$ cat src/hw/plf_defines.vh
// Constants for the synthesizer function and start-up setup logic
`ifndef PLF_DEFINES_VH
`define PLF_DEFINES_VH

// Serial word layout
`define PLF_WORD_W 24
`define PLF_SEL_LSB 0
`define PLF_SEL_W 2

// Latch select codes
`define PLF_SEL_REF 2'h0
`define PLF_SEL_FEED 2'h1
`define PLF_SEL_FUNC 2'h2
`define PLF_SEL_INIT 2'h3

// Function and start-up word fields
`define PLF_CLEAR_BIT 2
`define PLF_PD_ARM_BIT 3
`define PLF_POL_BIT 7
`define PLF_TRI_BIT 8
`define PLF_FL_EN_BIT 9
`define PLF_FL_MODE_BIT 11
`define PLF_TMO_LSB 11
`define PLF_TMO_MSB 14
`define PLF_PD_SYNC_BIT 19

// Feedback divider word pump boost bit
`define PLF_BOOST_BIT 21

// Reset values
`define PLF_FUNC_RESET 24'h000000
`define PLF_WORD_RESET 24'h000000

// Timeout decode: cycles = base + step * field
`define PLF_TMO_BASE 6'h03
`define PLF_TMO_STEP 6'h04
`define PLF_TMO_CNT_W 6

`endif

$ cat src/hw/plf_sync.v
// Two flip-flop synchroniser for a group of asynchronous pins
`timescale 1ns/1ps
`default_nettype none

module plf_sync #(
  parameter WIDTH = 1,
  parameter [WIDTH-1:0] RESET_VAL = {WIDTH{1'b0}}
) (
  // Clock and reset
  input wire clock,
  input wire reset_n,
  // Pins in, synchronised copies out
  input wire [WIDTH-1:0] pin_in,
  output reg [WIDTH-1:0] pin_sync
);

  reg [WIDTH-1:0] meta_q;

  // First stage feeds only the second stage
  always @(posedge clock or negedge reset_n) begin
    if (!reset_n) begin
      meta_q <= RESET_VAL;
      pin_sync <= RESET_VAL;
    end else begin
      meta_q <= pin_in;
      pin_sync <= meta_q;
    end
  end

endmodule

`default_nettype wire

$ cat src/hw/plf_top.v
// Setup word receiver, power-down, counter reset and fastlock control
`timescale 1ns/1ps
`default_nettype none
`include "plf_defines.vh"

// How it works
// - Select bits 1,0 store the function word
// - Clear bit holds dividers; release restarts aligned
// - Chip activate low powers down at once
// - Arm with sync select 0 powers down immediately
// - Arm with sync select 1 waits pump event
// - Power-down loads counters, tristates pump, resets lock
// - Serial words accepted during power-down, settings kept
// - Bit 7 picks phase detector polarity
// - Three-state bit puts pump in high impedance
// - Fastlock only while bit 9 is set
// - Bit 11 picks manual or timed fastlock
// - Fastlock off: switch output follows bit 11
// - In fastlock: switch low, pump current high
// - Variant one: boost bit enters and leaves
// - Variant two: timeout clears stored boost bit
// - Bits 14..11 set the high current duration
// - Select bits 1,1 load settings plus reset pulse
// - Start-up word reset pulse does not power down
// - First feedback word after start-up pulses again
// - Clear start-up holds counters without sync power-down
module plf_top #(
  parameter WORD_W = `PLF_WORD_W
) (
  // Clock and reset
  input wire clock,
  input wire reset_n,
  // Three-wire serial link and chip activate pin
  input wire ser_clk,
  input wire ser_data,
  input wire ser_latch,
  input wire chip_activate,
  // Charge pump event, one pulse per phase detector cycle
  input wire pump_event,
  // Divider control
  output reg counter_load_q,
  output reg reset_pulse_q,
  output reg [WORD_W-1:0] ref_word_q,
  output reg [WORD_W-1:0] feed_word_q,
  // Power state
  output reg powered_down_q,
  output reg lock_detect_reset_q,
  // Charge pump and loop filter
  output reg detector_polarity_bit_q,
  output reg pump_tristate_q,
  output reg pump_high_current_q,
  output reg loop_filter_switch_output_q
);

  // Timeout terminal count for a timeout field value
  function [`PLF_TMO_CNT_W-1:0] tmo_limit;
    input [3:0] field;
    begin
      tmo_limit = `PLF_TMO_BASE + ({2'h0, field} * `PLF_TMO_STEP);
    end
  endfunction

  // Transfer strobe for one latch select code
  function sel_hit;
    input strobe;
    input [1:0] code;
    input [1:0] want;
    begin
      sel_hit = strobe & (code == want);
    end
  endfunction

  // Synchronised pins
  wire sclk_s;
  wire sdata_s;
  wire latch_s;
  wire ce_s;

  // Serial front end
  reg sclk_d1_q;
  reg latch_d1_q;
  reg [WORD_W-1:0] shift_q;
  wire sclk_rise;
  wire latch_rise;
  wire [1:0] sel;

  // Stored setup
  reg [WORD_W-1:0] func_q;
  reg boost_q;
  reg first_feed_armed_q;
  reg sync_pd_q;
  reg [`PLF_TMO_CNT_W-1:0] tmo_cnt_q;

  // Decoded strobes and levels
  wire take_ref;
  wire take_feed;
  wire take_func;
  wire take_init;
  wire pd_arm;
  wire pd_sync_sel;
  wire fl_enable;
  wire fl_mode_timed;
  wire clear_on;
  wire in_fastlock;
  wire tmo_expired;
  wire tmo_at_limit;
  wire fl_timed_run;
  wire fl_high_now;
  wire [3:0] tmo_field;
  wire pulse_now;
  reg power_down_now;

  // Pins come from outside the clock domain; chip activate resets low
  plf_sync #(
    .WIDTH(4),
    .RESET_VAL(4'h0)
  ) u_sync (
    .clock(clock),
    .reset_n(reset_n),
    .pin_in({ser_clk, ser_data, ser_latch, chip_activate}),
    .pin_sync({sclk_s, sdata_s, latch_s, ce_s})
  );

  // Edge finders on the synchronised serial clock and latch enable
  always @(posedge clock or negedge reset_n) begin
    if (!reset_n) begin
      sclk_d1_q <= 1'b0;
      latch_d1_q <= 1'b0;
    end else begin
      sclk_d1_q <= sclk_s;
      latch_d1_q <= latch_s;
    end
  end

  assign sclk_rise = sclk_s & ~sclk_d1_q;
  assign latch_rise = latch_s & ~latch_d1_q;

  // Input shift register, always active, first bit ends at the top
  always @(posedge clock or negedge reset_n) begin
    if (!reset_n) begin
      shift_q <= `PLF_WORD_RESET;
    end else if (sclk_rise) begin
      shift_q <= {shift_q[WORD_W-2:0], sdata_s};
    end
  end

  // Latch select is the last two bits clocked in
  assign sel = shift_q[`PLF_SEL_LSB+1:`PLF_SEL_LSB];
  assign take_ref = sel_hit(latch_rise, sel, `PLF_SEL_REF);
  assign take_feed = sel_hit(latch_rise, sel, `PLF_SEL_FEED);
  assign take_func = sel_hit(latch_rise, sel, `PLF_SEL_FUNC);
  assign take_init = sel_hit(latch_rise, sel, `PLF_SEL_INIT);

  // Function settings from either the function or the start-up word
  always @(posedge clock or negedge reset_n) begin
    if (!reset_n) begin
      func_q <= `PLF_FUNC_RESET;
    end else if (take_func | take_init) begin
      func_q <= shift_q;
    end
  end

  // Reference divider word; kept through any power-down
  always @(posedge clock or negedge reset_n) begin
    if (!reset_n) begin
      ref_word_q <= `PLF_WORD_RESET;
    end else if (take_ref) begin
      ref_word_q <= shift_q;
    end
  end

  // Feedback divider word; its stored boost bit drops when the timeout ends
  always @(posedge clock or negedge reset_n) begin
    if (!reset_n) begin
      feed_word_q <= `PLF_WORD_RESET;
    end else if (take_feed) begin
      feed_word_q <= shift_q;
    end else if (tmo_expired) begin
      feed_word_q[`PLF_BOOST_BIT] <= 1'b0;
    end
  end

  // Field views of the function settings
  assign clear_on = func_q[`PLF_CLEAR_BIT];
  assign pd_arm = func_q[`PLF_PD_ARM_BIT];
  assign pd_sync_sel = func_q[`PLF_PD_SYNC_BIT];
  assign fl_enable = func_q[`PLF_FL_EN_BIT];
  assign fl_mode_timed = func_q[`PLF_FL_MODE_BIT];
  assign tmo_field = func_q[`PLF_TMO_MSB:`PLF_TMO_LSB];

  // Start-up pulse tracking: first feedback word after start-up fires again
  always @(posedge clock or negedge reset_n) begin
    if (!reset_n) begin
      first_feed_armed_q <= 1'b0;
    end else if (take_init) begin
      first_feed_armed_q <= 1'b1;
    end else if (take_feed) begin
      first_feed_armed_q <= 1'b0;
    end
  end

  assign pulse_now = take_init | (take_feed & first_feed_armed_q);

  // Synchronous power-down waits for the next charge pump event
  always @(posedge clock or negedge reset_n) begin
    if (!reset_n) begin
      sync_pd_q <= 1'b0;
    end else if (!(pd_arm & pd_sync_sel)) begin
      sync_pd_q <= 1'b0;
    end else if (pump_event) begin
      sync_pd_q <= 1'b1;
    end
  end

  // Any source of power-down; clear bit alone is not one
  always @* begin
    power_down_now = 1'b0;
    if (!ce_s) begin
      power_down_now = 1'b1;
    end
    if (pd_arm & ~pd_sync_sel) begin
      power_down_now = 1'b1;
    end
    if (sync_pd_q) begin
      power_down_now = 1'b1;
    end
  end

  // Fastlock is active while enabled and the stored boost bit is set
  assign in_fastlock = fl_enable & boost_q;

  // Timed variant runs its timeout only while fastlock is on
  assign fl_timed_run = in_fastlock & fl_mode_timed;

  // Timeout reached on the detector cycle that completes the count
  assign tmo_at_limit = tmo_cnt_q >= (tmo_limit(tmo_field) - 6'h01);
  assign tmo_expired = fl_timed_run & pump_event & tmo_at_limit;

  // Timeout counter counts detector cycles; loaded by power-down
  always @(posedge clock or negedge reset_n) begin
    if (!reset_n) begin
      tmo_cnt_q <= {`PLF_TMO_CNT_W{1'b0}};
    end else if (power_down_now | pulse_now | take_feed) begin
      tmo_cnt_q <= {`PLF_TMO_CNT_W{1'b0}};
    end else if (!fl_timed_run) begin
      tmo_cnt_q <= {`PLF_TMO_CNT_W{1'b0}};
    end else if (pump_event & ~tmo_expired) begin
      tmo_cnt_q <= tmo_cnt_q + 6'h01;
    end
  end

  // Stored boost bit: written by feedback word, cleared by timeout
  always @(posedge clock or negedge reset_n) begin
    if (!reset_n) begin
      boost_q <= 1'b0;
    end else if (take_feed) begin
      boost_q <= shift_q[`PLF_BOOST_BIT];
    end else if (tmo_expired) begin
      boost_q <= 1'b0;
    end
  end

  // High current stands in fastlock until a timeout ends it
  assign fl_high_now = in_fastlock & ~tmo_expired;

  // Counters held at load state by power-down, clear bit or reset pulse
  always @(posedge clock or negedge reset_n) begin
    if (!reset_n) begin
      counter_load_q <= 1'b1;
    end else begin
      counter_load_q <= power_down_now | clear_on | pulse_now;
    end
  end

  // Internal divider reset pulse, one cycle per firing
  always @(posedge clock or negedge reset_n) begin
    if (!reset_n) begin
      reset_pulse_q <= 1'b0;
    end else begin
      reset_pulse_q <= pulse_now;
    end
  end

  // Power state; stored settings are untouched by it
  always @(posedge clock or negedge reset_n) begin
    if (!reset_n) begin
      powered_down_q <= 1'b1;
    end else begin
      powered_down_q <= power_down_now;
    end
  end

  // Lock detect held in reset through any power-down
  always @(posedge clock or negedge reset_n) begin
    if (!reset_n) begin
      lock_detect_reset_q <= 1'b1;
    end else begin
      lock_detect_reset_q <= power_down_now;
    end
  end

  // Phase detector polarity follows the stored setting
  always @(posedge clock or negedge reset_n) begin
    if (!reset_n) begin
      detector_polarity_bit_q <= 1'b0;
    end else begin
      detector_polarity_bit_q <= func_q[`PLF_POL_BIT];
    end
  end

  // Pump high impedance on request, power-down, clear or reset pulse
  always @(posedge clock or negedge reset_n) begin
    if (!reset_n) begin
      pump_tristate_q <= 1'b1;
    end else begin
      pump_tristate_q <= func_q[`PLF_TRI_BIT]
        | power_down_now | clear_on | pulse_now;
    end
  end

  // Pump current high only while in fastlock
  always @(posedge clock or negedge reset_n) begin
    if (!reset_n) begin
      pump_high_current_q <= 1'b0;
    end else begin
      pump_high_current_q <= fl_high_now;
    end
  end

  // Loop filter switch: plain output with fastlock off, low in fastlock
  always @(posedge clock or negedge reset_n) begin
    if (!reset_n) begin
      loop_filter_switch_output_q <= 1'b0;
    end else if (!fl_enable) begin
      loop_filter_switch_output_q <= func_q[`PLF_FL_MODE_BIT];
    end else begin
      loop_filter_switch_output_q <= ~fl_high_now;
    end
  end

endmodule

`default_nettype wire

$ cat config.mk
export PLATFORM = sky130hd
export DESIGN_NAME = plf_top
export DESIGN_NICKNAME = d
export VERILOG_FILES = /design/src/hw/plf_sync.v /design/src/hw/plf_top.v
export VERILOG_INCLUDE_DIRS = /design/src /design/src/hw
export SDC_FILE = /design/constraint.sdc
export NUM_CORES = 1
export LEC_CHECK = 0
export BUFFER_PORTS_ARGS = -buffer_cell sky130_fd_sc_hd__buf_2
export CORE_UTILIZATION = 55
export CTS_CLUSTER_SIZE = 12
export DETAILED_ROUTE_END_ITERATION = 16
export PLACE_DENSITY_LB_ADDON = 0.08
export SLEW_MARGIN = 0
export SYNTH_ARGS = -nofsm -noshare
export SYNTH_HDL_FRONTEND = slang
export SYNTH_SLANG_ARGS = --single-unit
$ cat constraint.sdc
create_clock -name clock -period 3.9 [get_ports clock]
set_input_delay 0.39 -clock clock [delete_from_list [all_inputs] [get_ports clock]]
set_output_delay 0.39 -clock clock [all_outputs]
set_load 0.02 [all_outputs]
==> flow_summary.json <==
{
  "start_util_pct": 57.0,
  "fillers": 557,
  "grt_antenna_before_repair": 0,
  "yosys.area_share.adder_pct": 1.81,
  "grt_max_degree": 78,
  "post_cts_buffers": 0,
  "top_layer": "met4",
  "drive_above_1_share_pct": 52.5,
  "total_power_mw": 2.91,
  "clock.fmax_mhz": 511,
  "ys_seq_area_share_pct": 64.8,
  "gr-usage-all-layers_pct": 19.0,
  "setup_tns_ns": 0,
  "post_dp_cell_area_sq_mm": 0.00454,
  "rows": 31,
  "max_slew_margin_pct": 36.3,
  "stdcell_area_sq_mm": 0.00474,
  "die-area_sq_mm": 0.00787,
  "yosys.area_share.simple_pct": 5.90,
  "cts.path.max_buffers": 2,
  "syn2layout_area_growth_pct": 14.6,
  "syn_nets": 277,
  "cts_resized": 0,
  "port_buffers": 62,
  "synthXorXnorAreaFrac_pct": 0.423,
  "via_per_inst": 5.16,
  "wl_met2_um": 2970,
  "netlist_instances": 264,
  "htree_levels": 3,
  "drt_wl_total_um": 6730,
  "fin_crit_ns": 1.96,
  "ys_types": 40,
  "drt_pass1_iterations": 4,
  "worstPathArrival_ns": 2.20,
  "synth.area.mux_share_pct": 22.0,
  "layout_setup_ws_ns": 1.94,
  "final_common_cell": "dfrtp_1",
  "min_period_over_period_pct": 50.2,
  "top_level_ports": 63,
  "final_nets": 343,
  "grt_pass1_wl_um": 11100,
  "drt-met1-wl_um": 3430,
  "worst_hold_slack_ns": 0.134,
  "final_util_pct": 65.4,
  "p_leak_nw": 2.41,
  "wl_met3_um": 257,
  "dp_hpwl_um": 4400,
  "cts.clk_slew.worst_paths_ns": 0.09,
  "crit_type": "flip-flop to flip-flop",
  "rsz0062_at_grt": "no",
  "ys_seq_elements": 107,
  "drtIter0Drc": 107,
  "p_per_area_mw_per_mm2": 613,
  "cts-root-buf": "clkbuf_8",
  "wl_per_cell_um": 15.5,
  "diodes": 0,
  "place_inst": 418,
  "synth_area_sq_mm": 0.00414,
  "die_w_um": 88.7,
  "gr-total-overflow": 0,
  "fin_cells": 434,
  "synth_top_family_by_area": "multiplexers",
  "clock_latency_ns": 0.36,
  "synth_area_leader_cell": "dfrtp_1",
  "grt_pass1_vias": 2161,
  "pre_cts_ws_ns": 1.94,
  "setup_violations": 0,
  "die_y_um": 88.7,
  "finalHoldViolCount": 0,
  "irDropWorstVdd_mv": 0.326,
  "cts_tree": "yes",
  "critPathLaunchType": "flip-flop",
  "core_sq_mm": 0.00725,
  "gp_congestion": 0.759,
  "yosysWarnings": 0,
  "num_vias": 2240,
  "layout.cells.most_common_list": "dfrtp_1, mux2_2, buf_2, nor2_1, clkbuf_8",
  "cp.required_ns": 4.14,
  "finalMaxSlewViolations": 0,
  "synth_top_area_share_pct": 62.9,
  "ctsHoldBuffers": 0,
  "finalClockSkew_ns": 0.0156,
  "path_max_fanout": 16,
  "syn_area_per_cell_sq_um": 15.7,
  "status": "complete, no violations",
  "drc": 0,
  "worst_pin_slew_ns": 0.956,
  "maxCapViolCount": 0,
  "ant_nets": 0,
  "cts.sinks": 107,
  "cts_buffers": 9,
  "critPathCaptureType": "flip-flop",
  "min_path_type": "input pin to flip-flop",
  "synth_compound_area_share_pct": 2.48,
  "synth_area_leaders": "dfrtp_1, mux2_2, dfstp_2"
}
[critical path, cell delays in order, from the launching register on]
cell	delay [ns]
dfrtp_1	0.48
nor4b_4	0.62
buf_4	0.37
mux2_2	0.36
[worst paths after layout]
kind                       slack [ns]  cells past startpoint             start            endpoint
min in group asynchronous        0.16                      1           reset_n      feed_word_q[8]
setup / recovery                 1.94                      3        shift_q[1]      ref_word_q[18]
setup reg to reg                 1.94                      3        shift_q[1]      ref_word_q[18]
max in group asynchronous        2.89                      2           reset_n      ref_word_q[18]
hold reg to reg                  0.36                      0  u_sync.meta_q[3]  u_sync.pin_sync[3]
hold / removal                   0.13                      1         ser_latch    u_sync.meta_q[1]
[report_power, final]
group,internal (mW),switching [mW]
Combinational,0.313,0.357
Sequential,1.37,0.183
Clock,0.318,0.367
Total,2.00,0.907
[cells by family (layout without fill, tap and decap cells)]
logic type / Yosys count / count (layout)
adders and majority gates: 6 / 6
DFF: 107 / 107
AOI/OAI and AO/OA: 13 / 13
xor gates and xnor gates: 2 / 2
and+or+nand+nor: 35 / 35
buffers and inverters: 20 / 91
muxes: 81 / 81
[area by class of cell]
cell class	instances	area [sq um]	share of cell area, %
inverters	8	30.0	0.633
well taps	99	124	2.61
repair buffers	67	350	7.39
flip-flops and latches	107	2680	56.6
clock buffers	11	141	2.98
clock inverters	5	60.1	1.27
multi-input cells	137	1350	28.6
[registers in the layout, summed over array words and instances (netlist names), 4 cells and up]
signal           count
ref_word_q          24
shift_q             24
feed_word_q         23
func_q              10
tmo_cnt_q            6
u_sync.meta_q        4
u_sync.pin_sync      4
[synth_stat cells]
cell / number
a211oi_1: 1
a211oi_2: 1
a21boi_0: 1
a21o_1: 1
a21oi_1: 4
a311oi_2: 1
a41o_1: 1
and2_1: 1
and3_1: 1
buf_2: 6
buf_4: 4
buf_6: 1
clkbuf_1: 1
dfrtp_1: 104
dfstp_2: 3
ha_1: 6
inv_1: 8
mux2_1: 1
mux2_2: 80
nand2_1: 2
nand2b_2: 1
nand3_1: 1
nand3_2: 1
nand3b_1: 1
nand3b_4: 2
nand4_1: 1
nor2_1: 12
nor2_2: 1
nor2_4: 1
nor2b_1: 4
nor3b_1: 1
nor4b_4: 1
o211a_1: 1
o211ai_1: 1
o21ai_1: 1
or2_1: 1
or2_2: 1
or3_1: 1
or3b_1: 1
xnor2_1: 2
[per-layer routing]
layer	vias up	global-route usage, %
li1	1051	-
met1	1133	28.7
met2	47	27.6
met3	9	4.76
met4	0	4.84
met5	-	0
No activity file was read; power rests on OpenSTA's default activity.
